==> config.mk <==
export PLATFORM = sky130hd
export DESIGN_NAME = rx_tlp_stream
export DESIGN_NICKNAME = d
export VERILOG_FILES = /design/src/design/rx_np_ram.v /design/src/design/rx_tlp_stream.v
export VERILOG_INCLUDE_DIRS = /design/src /design/src/design
export SDC_FILE = /design/constraint.sdc
export NUM_CORES = 2
export LEC_CHECK = 0
export BUFFER_PORTS_ARGS = -buffer_cell sky130_fd_sc_hd__buf_4
export CORE_ASPECT_RATIO = 1.75
export CORE_MARGIN = 1.5
export CORE_UTILIZATION = 60
export DETAILED_ROUTE_END_ITERATION = 8
export PLACE_DENSITY = 0.75
export SETUP_SLACK_MARGIN = 0.4
export SYNTH_ARGS = -nofsm -noshare
export SYNTH_HDL_FRONTEND = slang
export SYNTH_HIERARCHICAL = 1
export SYNTH_SLANG_ARGS = --single-unit
==> constraint.sdc <==
create_clock -name i_core_clk -period 14.6 [get_ports i_core_clk]
set_input_delay 2.92 -clock i_core_clk [delete_from_list [all_inputs] [get_ports i_core_clk]]
set_output_delay 2.92 -clock i_core_clk [all_outputs]
set_load 0.01 [all_outputs]
==> src/design/rx_tlp_stream_defs.vh <==
`ifndef RX_TLP_STREAM_DEFS_VH
`define RX_TLP_STREAM_DEFS_VH

// ==========================================================
// beat layout
`define RXS_DATA_W 128
`define RXS_QW_W 64
`define RXS_POS_REM 128
`define RXS_POS_EOF 130
`define RXS_POS_SOF 131
`define RXS_POS_NP 132
`define RXS_BUF_W 132
`define RXS_SKID_W 133

// ==========================================================
// reset values and limits
`define RXS_STROBE_OFF 1'b1
`define RXS_REM_RST 2'b00
`define RXS_DATA_RST 128'h0
`define RXS_SKID_FULL 2'd2

`endif

==> src/design/rx_np_ram.v <==
`timescale 1ns/1ps
`include "rx_tlp_stream_defs.vh"

// ==========================================================
// parked non-posted beats, registered read with write bypass
module rx_np_ram #(
  parameter AW = 4,
  parameter W = `RXS_BUF_W
) (
  input wire i_core_clk,
  input wire i_rst_n,
  input wire i_we,
  input wire [AW-1:0] i_waddr,
  input wire [W-1:0] i_wdata,
  input wire [AW-1:0] i_raddr,
  output reg [W-1:0] o_rdata
);

  reg [W-1:0] mem [0:(1<<AW)-1];

  always @(posedge i_core_clk) begin
    if (i_we) begin
      mem[i_waddr] <= i_wdata;
    end
  end

  // bypass so a beat written into the head slot is not read stale
  always @(posedge i_core_clk or negedge i_rst_n) begin
    if (!i_rst_n) begin
      o_rdata <= {W{1'b0}};
    end else if (i_we && (i_waddr == i_raddr)) begin
      o_rdata <= i_wdata;
    end else begin
      o_rdata <= mem[i_raddr];
    end
  end

endmodule

==> src/design/rx_tlp_stream.v <==
`timescale 1ns/1ps
`include "rx_tlp_stream_defs.vh"

// Functional notes
// - first beat: valid and start low, first full 128-bit word on data
// - later beats: start high, valid low, advance on sink-ready cycles
// - valid goes high when no beat is available next cycle
// - single-beat packet: start and end together, remainder 00 or 01
// - remainder at end: 00 four dwords, 01 upper three, 10 upper two, 11 top one
// - straddle: packet ends upper qword, next starts lower, remainder bit 1 set
// - a packet starts in lower qword only on a straddle, start and end both low
// - beat offered while sink not ready is held unchanged until taken
// - mid-packet stall of any length freezes the stream
// - new packet may start the cycle after previous end
// - posted and completion packets overtake blocked non-posted packets
// - held non-posted packets go out first once np-accept returns
module rx_tlp_stream #(
  parameter NP_AW = 4
) (
  input wire i_core_clk,
  input wire i_rst_n,
  input wire i_in_valid,
  output reg o_in_ready,
  input wire [127:0] i_in_data,
  input wire i_in_sof,
  input wire i_in_eof,
  input wire [1:0] i_in_rem,
  input wire i_in_np,
  output reg [127:0] o_rx_data,
  output reg o_rx_sof_n,
  output reg o_rx_eof_n,
  output reg [1:0] o_rx_rem_n,
  output reg o_rx_src_rdy_n,
  input wire i_rx_dst_rdy_n,
  input wire i_rx_np_ok_n
);

  localparam [NP_AW:0] BUF_DEPTH = {1'b1, {NP_AW{1'b0}}};
  localparam [NP_AW:0] CNT_ZERO = {(NP_AW+1){1'b0}};
  localparam [NP_AW:0] CNT_ONE = {{NP_AW{1'b0}}, 1'b1};

  // ==========================================================
  // input skid, two entries so the ready output can be a flop
  wire [`RXS_SKID_W-1:0] in_word = {i_in_np, i_in_sof, i_in_eof, i_in_rem, i_in_data};
  reg [`RXS_SKID_W-1:0] skid0_reg;
  reg [`RXS_SKID_W-1:0] skid1_reg;
  reg [1:0] skid_cnt_reg;
  reg [1:0] skid_cnt_next;
  wire h_valid = (skid_cnt_reg != 2'd0);
  wire h_np = skid0_reg[`RXS_POS_NP];
  wire h_sof = skid0_reg[`RXS_POS_SOF];
  wire h_eof = skid0_reg[`RXS_POS_EOF];
  wire push = i_in_valid & o_in_ready;
  wire pop;

  // ==========================================================
  // packet steering and non-posted parking
  reg busy_reg;
  reg sel_buf_reg;
  reg div_reg;
  reg [NP_AW:0] buf_cnt_reg;
  reg [NP_AW:0] np_pkts_reg;
  reg [NP_AW-1:0] wr_ptr_reg;
  reg [NP_AW-1:0] rd_ptr_reg;
  wire [`RXS_BUF_W-1:0] buf_rdata;
  reg s_take;

  wire np_any = (np_pkts_reg != CNT_ZERO);
  // np-accept is looked at only when a packet starts, one late np may still pass
  wire np_blocked = i_rx_np_ok_n | np_any | (busy_reg & sel_buf_reg);
  wire in_div = h_sof ? (h_np & np_blocked) : div_reg;
  wire buf_full = (buf_cnt_reg == BUF_DEPTH);
  // a non-posted packet longer than the buffer stalls the input for good
  wire buf_wr = h_valid & in_div & ~buf_full;
  wire pick_buf = ~busy_reg & ~i_rx_np_ok_n & np_any;
  wire use_buf = busy_reg ? sel_buf_reg : pick_buf;
  wire use_in = h_valid & ~in_div & (busy_reg ? ~sel_buf_reg : (~pick_buf & h_sof));
  wire [`RXS_BUF_W-1:0] s_word = use_buf ? buf_rdata : skid0_reg[`RXS_BUF_W-1:0];
  wire s_valid = use_buf | use_in;
  wire [127:0] s_data = s_word[`RXS_DATA_W-1:0];
  wire s_sof = s_word[`RXS_POS_SOF];
  wire s_eof = s_word[`RXS_POS_EOF];
  wire [1:0] s_rem = s_word[`RXS_POS_REM+1:`RXS_POS_REM];
  wire buf_rd = s_take & use_buf;
  wire in_take = s_take & use_in;
  wire [NP_AW-1:0] buf_raddr = rd_ptr_reg + {{(NP_AW-1){1'b0}}, buf_rd};
  assign pop = in_take | buf_wr;

  rx_np_ram #(
    .AW(NP_AW),
    .W(`RXS_BUF_W)
  ) rx_np_ram_inst (
    .i_core_clk(i_core_clk),
    .i_rst_n(i_rst_n),
    .i_we(buf_wr),
    .i_waddr(wr_ptr_reg),
    .i_wdata(skid0_reg[`RXS_BUF_W-1:0]),
    .i_raddr(buf_raddr),
    .o_rdata(buf_rdata)
  );

  // ==========================================================
  // realigner: packets ending in the upper qword let the next start low
  reg [63:0] carry_reg;
  reg shift_reg;
  reg pend_reg;
  reg pend_rem0_reg;
  reg pend_sof_reg;
  reg [63:0] carry_next;
  reg shift_next;
  reg pend_next;
  reg pend_rem0_next;
  reg pend_sof_next;
  reg [127:0] data_next;
  reg sof_next;
  reg eof_next;
  reg [1:0] rem_next;
  reg srdy_next;
  // a held beat moves only on a cycle where the sink is ready
  wire adv = o_rx_src_rdy_n | ~i_rx_dst_rdy_n;
  // a lone short packet cannot sit low beside an ending one: two ends in one beat
  // lower-half starts only ride on a straddle, a lone lower start is never made
  wire straddle = s_valid & s_sof & ~pend_sof_reg & ~(s_eof & s_rem[1]);

  always @* begin
    s_take = 1'b0;
    data_next = o_rx_data;
    sof_next = o_rx_sof_n;
    eof_next = o_rx_eof_n;
    rem_next = o_rx_rem_n;
    srdy_next = o_rx_src_rdy_n;
    carry_next = carry_reg;
    shift_next = shift_reg;
    pend_next = pend_reg;
    pend_rem0_next = pend_rem0_reg;
    pend_sof_next = pend_sof_reg;
    if (adv) begin
      srdy_next = `RXS_STROBE_OFF;
      sof_next = `RXS_STROBE_OFF;
      eof_next = `RXS_STROBE_OFF;
      rem_next = `RXS_REM_RST;
      if (pend_reg) begin
        srdy_next = 1'b0;
        eof_next = 1'b0;
        rem_next = {1'b1, pend_rem0_reg};
        sof_next = ~pend_sof_reg;
        data_next = {carry_reg, 64'h0};
        pend_next = 1'b0;
        shift_next = 1'b0;
        if (straddle) begin
          s_take = 1'b1;
          sof_next = 1'b0;
          data_next = {carry_reg, s_data[127:64]};
          carry_next = s_data[63:0];
          shift_next = 1'b1;
          if (s_eof) begin
            pend_next = 1'b1;
            pend_rem0_next = s_rem[0];
            pend_sof_next = 1'b0;
          end
        end
      end else if (shift_reg) begin
        if (s_valid) begin
          s_take = 1'b1;
          srdy_next = 1'b0;
          data_next = {carry_reg, s_data[127:64]};
          carry_next = s_data[63:0];
          if (s_eof) begin
            if (s_rem[1]) begin
              eof_next = 1'b0;
              rem_next = {1'b0, s_rem[0]};
              shift_next = 1'b0;
            end else begin
              pend_next = 1'b1;
              pend_rem0_next = s_rem[0];
              pend_sof_next = 1'b0;
            end
          end
        end
      end else if (s_valid) begin
        s_take = 1'b1;
        if (s_eof & s_rem[1]) begin
          pend_next = 1'b1;
          shift_next = 1'b1;
          carry_next = s_data[127:64];
          pend_rem0_next = s_rem[0];
          pend_sof_next = s_sof;
        end else begin
          srdy_next = 1'b0;
          data_next = s_data;
          sof_next = ~s_sof;
          eof_next = ~s_eof;
          rem_next = s_rem;
        end
      end
    end
  end

  always @* begin
    skid_cnt_next = skid_cnt_reg;
    if (push & ~pop) begin
      skid_cnt_next = skid_cnt_reg + 2'd1;
    end else if (~push & pop) begin
      skid_cnt_next = skid_cnt_reg - 2'd1;
    end
  end

  // ==========================================================
  // state registers
  always @(posedge i_core_clk) begin
    if (pop) begin
      if (skid_cnt_reg == `RXS_SKID_FULL) begin
        skid0_reg <= skid1_reg;
      end else begin
        skid0_reg <= in_word;
      end
    end else if (push && (skid_cnt_reg == 2'd0)) begin
      skid0_reg <= in_word;
    end
    if (push && !pop && (skid_cnt_reg == 2'd1)) begin
      skid1_reg <= in_word;
    end
  end

  always @(posedge i_core_clk or negedge i_rst_n) begin
    if (!i_rst_n) begin
      skid_cnt_reg <= 2'd0;
      o_in_ready <= 1'b0;
      busy_reg <= 1'b0;
      sel_buf_reg <= 1'b0;
      div_reg <= 1'b0;
      buf_cnt_reg <= CNT_ZERO;
      np_pkts_reg <= CNT_ZERO;
      wr_ptr_reg <= {NP_AW{1'b0}};
      rd_ptr_reg <= {NP_AW{1'b0}};
      carry_reg <= 64'h0;
      shift_reg <= 1'b0;
      pend_reg <= 1'b0;
      pend_rem0_reg <= 1'b0;
      pend_sof_reg <= 1'b0;
      o_rx_data <= `RXS_DATA_RST;
      o_rx_sof_n <= `RXS_STROBE_OFF;
      o_rx_eof_n <= `RXS_STROBE_OFF;
      o_rx_rem_n <= `RXS_REM_RST;
      o_rx_src_rdy_n <= `RXS_STROBE_OFF;
    end else begin
      skid_cnt_reg <= skid_cnt_next;
      o_in_ready <= (skid_cnt_next != `RXS_SKID_FULL);
      if (s_take) begin
        busy_reg <= ~s_eof;
        sel_buf_reg <= use_buf;
      end
      if (pop) begin
        div_reg <= in_div & ~h_eof;
      end
      if (buf_wr) begin
        wr_ptr_reg <= wr_ptr_reg + {{(NP_AW-1){1'b0}}, 1'b1};
      end
      rd_ptr_reg <= buf_raddr;
      if (buf_wr & ~buf_rd) begin
        buf_cnt_reg <= buf_cnt_reg + CNT_ONE;
      end else if (~buf_wr & buf_rd) begin
        buf_cnt_reg <= buf_cnt_reg - CNT_ONE;
      end
      if ((buf_wr & h_eof) & ~(buf_rd & s_eof)) begin
        np_pkts_reg <= np_pkts_reg + CNT_ONE;
      end else if (~(buf_wr & h_eof) & (buf_rd & s_eof)) begin
        np_pkts_reg <= np_pkts_reg - CNT_ONE;
      end
      carry_reg <= carry_next;
      shift_reg <= shift_next;
      pend_reg <= pend_next;
      pend_rem0_reg <= pend_rem0_next;
      pend_sof_reg <= pend_sof_next;
      o_rx_data <= data_next;
      o_rx_sof_n <= sof_next;
      o_rx_eof_n <= eof_next;
      o_rx_rem_n <= rem_next;
      o_rx_src_rdy_n <= srdy_next;
    end
  end

endmodule

Word level (Yosys, flattened, before mapping). Memory sizes are Yosys's and may differ from the RTL's. A register that Yosys moved wholly into a read port is not among the register bits. Cells that the tools add are included.

Input port bits: 138. Memory bits (writable): 2112. Logic and storage cells: 185. Register bits: 491. Memories kept: 1.

Memories: rx_np_ram_inst.mem (words 16, bits a word 132, rd ports 1, clocked after Yosys merged registers in 1, write ports 1, RTL line rx_np_ram.v:19) `reg [W-1:0] mem [0:(1<<AW)-1];`.

Muxes and demuxes: 82. Bitwise operators: 48. Reductions and logical operators: 16. Eq/ne operators: 9. Add/subtract/negate cells: 8.

Operators by type and width (count): $mux W128 (5); $mux W64 (7); $mux W133 (3); $mux W132 (1); $mux W1 (56); $and A1 B1 Y1 (25); $mux W5 (4); $not A1 Y1 (18); $mux W2 (6); $add A5 B1 Y5 const B (2); $reduce_bool A2 Y1 (5); $sub A5 B1 Y5 const B (2); $reduce_and A7 Y1 (1); $ne A2 B2 Y1 const B (3); $eq A5 B5 Y1 const B (1); $or A1 B1 Y1 (5); $reduce_bool A5 Y1 (1); $add A4 B1 Y4 (1); $add A4 B1 Y4 const B (1); $reduce_and A4 Y1 (1); $logic_and A1 B1 Y1 (3); $ne A3 B2 Y1 const B (1); $ne A3 B3 Y1 const B (1); $reduce_and A3 Y1 (1); other kinds (8) (9).

Depth between registers and ports, before layout.
Depth after elaboration: 21. Gate-level depth with buffers: 17. Mapped depth without buffers: 14.

By module. Netlist, hierarchy kept.

Modules (own cells, without submodules): rx_np_ram (cells an instance 3525, instances 1, area an instance 83959.3 sq um, seq. area each 66724.0 sq um); rx_tlp_stream (cells an instance 1998, instances 1, area an instance 23536.3 sq um, seq. area each 13621.8 sq um).

Least setup slack after synthesis. Ideal clock, no wire load.

Path type: input-to-reg. From: input i_rx_np_ok_n. To: memory rx_np_ram_inst/mem[0][0] (netlist name) (enable). Required time: 13.815 ns. Setup slack: 0.997 ns. Stages on the path: 5. Arrival time: 12.818 ns. Cell sequence: nor4_1 and3_1 nor2_4 or3b_2 nor3_1.

Longest elaborated chain between the ends: 8.

Ends and longest elaborated chain: from (decl) (RTL line rx_tlp_stream.v:35) `input wire i_rx_np_ok_n`; $or A1 B1 Y1 (2 in series) (RTL line rx_tlp_stream.v:70) `wire np_blocked = i_rx_np_ok_n | np_any | (busy_reg & sel_buf_reg);`; $and A1 B1 Y1 (RTL line rx_tlp_stream.v:71) `wire in_div = h_sof ? (h_np & np_blocked) : div_reg;`; $mux W1 (RTL line rx_tlp_stream.v:71); $and A1 B1 Y1 (2 in series) (RTL line rx_tlp_stream.v:74) `wire buf_wr = h_valid & in_div & ~buf_full;`; named net buf_wr (RTL line rx_tlp_stream.v:74); $mux W1 (RTL line rx_np_ram.v:22) `if (i_we) begin`; $mux W1 (not written as such) (RTL line rx_np_ram.v:23) `mem[i_waddr] <= i_wdata;`; to (decl) (RTL line rx_np_ram.v:19).

The timed path passes the listed nets, and every way through them passes these cells.

Final worst setup path.
From: input i_rx_np_ok_n. To: register rx_np_ram_inst.o_rdata[10], read port of rx_np_ram_inst.mem.

Longest elaborated chain between the ends: 16. Elaborated cells on any way between the ends: 27. Those cells by class: add/sub: 1; mux: 8; bitwise: 18.

Ends and longest elaborated chain: $or A1 B1 Y1 / $not A1 Y1 (equally long branches) (RTL line rx_tlp_stream.v:70, rx_tlp_stream.v:75); $or A1 B1 Y1 / $and A1 B1 Y1 (equally long branches) (RTL line rx_tlp_stream.v:70, rx_tlp_stream.v:75); $and A1 B1 Y1 (on tied branches) (RTL line rx_tlp_stream.v:71, rx_tlp_stream.v:75); $mux W1 / $not A1 Y1 (equally long branches) (RTL line rx_tlp_stream.v:71, rx_tlp_stream.v:77); $not A1 Y1 / $and A1 B1 Y1 (equally long branches) (RTL line rx_tlp_stream.v:77) `wire use_in = h_valid & ~in_div & (busy_reg ? ~sel_buf_reg : (~pick_buf & h_sof));`; $and A1 B1 Y1 / $mux W1 (equally long branches) (RTL line rx_tlp_stream.v:77); $and A1 B1 Y1 (RTL line rx_tlp_stream.v:77); $or A1 B1 Y1 (RTL line rx_tlp_stream.v:79) `wire s_valid = use_buf | use_in;`; $and A1 B1 Y1 (3 in series) (RTL line rx_tlp_stream.v:123) `wire straddle = s_valid & s_sof & ~pend_sof_reg & ~(s_eof & s_rem[1]);`; $mux W1 (RTL line rx_tlp_stream.v:150) `if (straddle) begin`; $mux W1 (RTL line rx_tlp_stream.v:142) `if (pend_reg) begin`; $mux W1 (RTL line rx_tlp_stream.v:137) `if (adv) begin`; $and A1 B1 Y1 (*) (RTL line rx_tlp_stream.v:84) `wire buf_rd = s_take & use_buf;`; $add A4 B1 Y4 (*) (RTL line rx_tlp_stream.v:86) `wire [NP_AW-1:0] buf_raddr = rd_ptr_reg + {{(NP_AW-1){1'b0}}, buf_rd};`; named net buf_raddr[2] (RTL line rx_tlp_stream.v:86); to (decl) (RTL line rx_np_ram.v:16) `output reg [W-1:0] o_rdata`.

Mark *: on every way through the listed nets, which the timed path passes. The rest lies on a longest branch. A chain may end at the register's enable or synchronous reset.

==> impl_metrics.env <==
export IMPL_ys_flop_type="edfxtp_1"
export IMPL_initial_core_util_pct=60.39
export IMPL_synth_nets=5677
export IMPL_r2r_start="np_pkts_reg[2]$_DFFE_PN0P_"
export IMPL_drtAntennaViolNets=0
export IMPL_synth_seq_cells=2735
export IMPL_async_flop_share_pct=13.05
export IMPL_finalWeightedCongestion=0.8264
export IMPL_min_from="buf_cnt_reg[4]$_DFFE_PN0P_"
export IMPL_die_area_sq_um=181800
export IMPL_stdcell_area_sq_um=120100
export IMPL_ys_warn_count=6
export IMPL_ctsResizeCount=0
export IMPL_io_pins=272
export IMPL_synthTopCellsByCount="edfxtp_1, mux4_2, nand2_1"
export IMPL_cap_violations=0
export IMPL_synth_top_area_share_pct=66.43
export IMPL_clk_latency_ps=890
export IMPL_drc=0
export IMPL_totalWireLength_um=267300
export IMPL_grt_pass1_wl_um=389600
export IMPL_slew_limit_headroom_pct=17.31
export IMPL_placed_area_sq_um=112000
export IMPL_netlist_area_sq_um=107500
export IMPL_viasPerCell=6.662
export IMPL_clk_path_buf_depth=4
export IMPL_fin_crit_ps=8631
export IMPL_ctsHtreeMaxLevel=4
export IMPL_synth_edf_count=2378
export IMPL_antenna_found_initial=11
export IMPL_whs_ps=463.7
export IMPL_cts_buffers=236
export IMPL_timing_clock_skew_ps=42.56
export IMPL_r2r_setup_slack_ps=7580
export IMPL_drv_slew=0
export IMPL_syn2layout_area_growth_pct=11.69
export IMPL_critPathLaunchType="primary input"
export IMPL_drt_initial_drc_count=6677
export IMPL_postCtsSetupBuffers=0
export IMPL_vias=55840
export IMPL_ys_seq_area_share_pct=74.74
export IMPL_cts_tree="built"
export IMPL_comb_power_share_pct=38.2
export IMPL_swShare_pct=35.55
export IMPL_fmaxAchievable_mhz=115.9
export IMPL_synthDistinctLibCells=63
export IMPL_worst_pin_slew_ps=1237
export IMPL_largest_reg_flops=2112
export IMPL_cts_sinks=2735
export IMPL_grt_max_degree=194
export IMPL_core_sq_um=178000
export IMPL_clkPwrFrac_pct=21.1
export IMPL_die_height_um=562.9
export IMPL_setup_violations=0
export IMPL_portBuffers=271
export IMPL_hold_depth=1
export IMPL_worst_setup_path_type="primary input to flip-flop"
export IMPL_synthCells=5523
export IMPL_crit_arrival_ps=9390
export IMPL_grt_use_total_pct=29.77
export IMPL_power_density_nw_per_um2=257.8
export IMPL_min_to="buf_cnt_reg[4]$_DFFE_PN0P_"
export IMPL_crit_path_max_fanout=162
export IMPL_drive_above_1_share_pct=26.39
export IMPL_hp_class="flip-flop to flip-flop"
export IMPL_first_global_vias=57860
export IMPL_clk_pin_slew_ps=70
export IMPL_end_kind="flip-flop"
export IMPL_ys_top_cells_by_area="edfxtp_1, mux4_2, dfrtp_1"
export IMPL_multi_input_area_sq_um=25580
export IMPL_cts_root_buf="clkbuf_16"
export IMPL_filler_cell_count=11290
export IMPL_row_count=205
export IMPL_yosysMostFrequentCell="edfxtp_1"
export IMPL_dr_pass1_iters=6
export IMPL_yosysTopAreaCell="edfxtp_1"
export IMPL_period_share_pct=59.12
export IMPL_routedWlPerCell_um=31.89
export IMPL_hpwl_um=140500
export IMPL_switching_power_w=0.01100
export IMPL_rr_worst_depth=16
export IMPL_avgSynthCellArea_sq_um=19.46
export IMPL_internal_power_w=0.01995
export IMPL_ir_drop_v=0.0003469
export IMPL_chipWidth_um=323.0
export IMPL_status="finished, final reports clean"
export IMPL_required_ps=15360
export IMPL_ctsHoldBuffers=0
export IMPL_overflow=0
export IMPL_rsz0062_at_grt="no"
export IMPL_finalSetupTns_ps=0
export IMPL_pwr_share_seq_pct=40.7
export IMPL_final_nets=5958
export IMPL_timing_rr_end="rx_np_ram_inst/o_rdata[10]$_DFF_PN0_"
export IMPL_finalHoldViolations=0
export IMPL_regArea_sq_um=80350
export IMPL_p_leak_nw=41.08
-- area by class of cell --
type / instances / area share [%]
Sequential cell: 2735 / 66.92
Timing Repair Buffer: 386 / 2.555
Inverter: 16 / 0.05002
Multi-Input combinational cell: 2429 / 21.31
Clock buffer: 292 / 5.254
Tap cell: 2380 / 2.480
Antenna cell: 3 / 0.006253
Clock inverter: 141 / 1.424
-- cells in the final DEF, fill, tap and decap left out, drive strengths merged, types with 66 or more instances in the layout --
master / Yosys / routed
a21oi: 75 / 75
buf: 167 / 386
clkbuf: 176 / 292
mux4: 528 / 528
mux2i: 183 / 183
o31ai: 66 / 66
a211oi: 69 / 69
nor2: 90 / 90
a21o: 68 / 68
nand2: 520 / 520
a22oi: 234 / 234
dfrtp: 354 / 354
edfxtp: 2378 / 2378
mux2: 331 / 331
clkinv: 0 / 73
and3: 71 / 71
-- metal layers --
metal / up-vias / wire length [um] / global-route usage (%)
li1: 22780 / - / -
met1: 29260 / 98810 / 40.33
met2: 3188 / 134500 / 49.81
met3: 592 / 24760 / 4.802
met4: 12 / 9186 / 9.877
met5: - / 65 / 0
-- stage by stage --
| step | worst slack (ps) | total power, W | util [%] | cells |
|---|---|---|---|---|
| 2_1_floorplan | 997.4 | 0.02100 | - | 5523 |
| 3_3_place_gp | 5249 | 0.02415 | 62.94 | 7946 |
| 3_5_place_dp | 5117 | 0.02448 | 62.94 | 7946 |
| 4_1_cts | 6019 | 0.03104 | 67.44 | 8379 |
| 5_1_grt | 5614 | 0.03226 | 67.44 | 8380 |
| 6_report | 5969 | 0.03095 | 67.45 | 8382 |
-- power groups by stage --
stage | Sequential (W) | Combinational [W] | Clock (W)
final | 0.0126 | 0.0118 | 0.00653
after global placement | 0.0126 | 0.0116 | 0
after CTS | 0.0126 | 0.0119 | 0.00660
after floorplan | 0.0123 | 0.00871 | 0
after global routing | 0.0128 | 0.0126 | 0.00686
after detailed placement | 0.0127 | 0.0118 | 0
-- critical path, stage by stage --
cell and delay [ps]:
buf_4 120, nand2b_1 140, o211a_4 170, buf_4 740
mux2i_4 500, o31ai_1 130, and3_1 360, and2_1 240
ha_4 180, xor2_4 170, buf_12 780, buf_4 890
buf_12 690, mux4_2 430, a22oi_1 240, nand2_1 100
mux2_2 260
-- logic make-up after synthesis --
kind of cell,share of synthesized area (%)
flip-flops,74.74
multiplexers,16.25
AND/OR/NAND/NOR,2.881
AO/OA/AOI/OAI,4.045
buffers and inverters,1.691
XOR/XNOR,0.1874
adder cells (fa/ha/maj),0.2002
-- worst max-delay path by stage --
stage                 startpoint                              endpoint  slack, ps  cells after the start
floorplan           i_rx_np_ok_n    rx_np_ram_inst/mem[0][0]$_DFFE_PP_       1000                      5
detailed placement  i_rx_np_ok_n  rx_np_ram_inst/o_rdata[10]$_DFF_PN0_       5120                     17
global route        i_rx_np_ok_n  rx_np_ram_inst/o_rdata[10]$_DFF_PN0_       5610                     17
global placement    i_rx_np_ok_n  rx_np_ram_inst/o_rdata[71]$_DFF_PN0_       5250                     17
CTS                 i_rx_np_ok_n  rx_np_ram_inst/o_rdata[10]$_DFF_PN0_       6020                     17
finish              i_rx_np_ok_n  rx_np_ram_inst/o_rdata[10]$_DFF_PN0_       5970                     17
(Power assumes the default switching activity.)
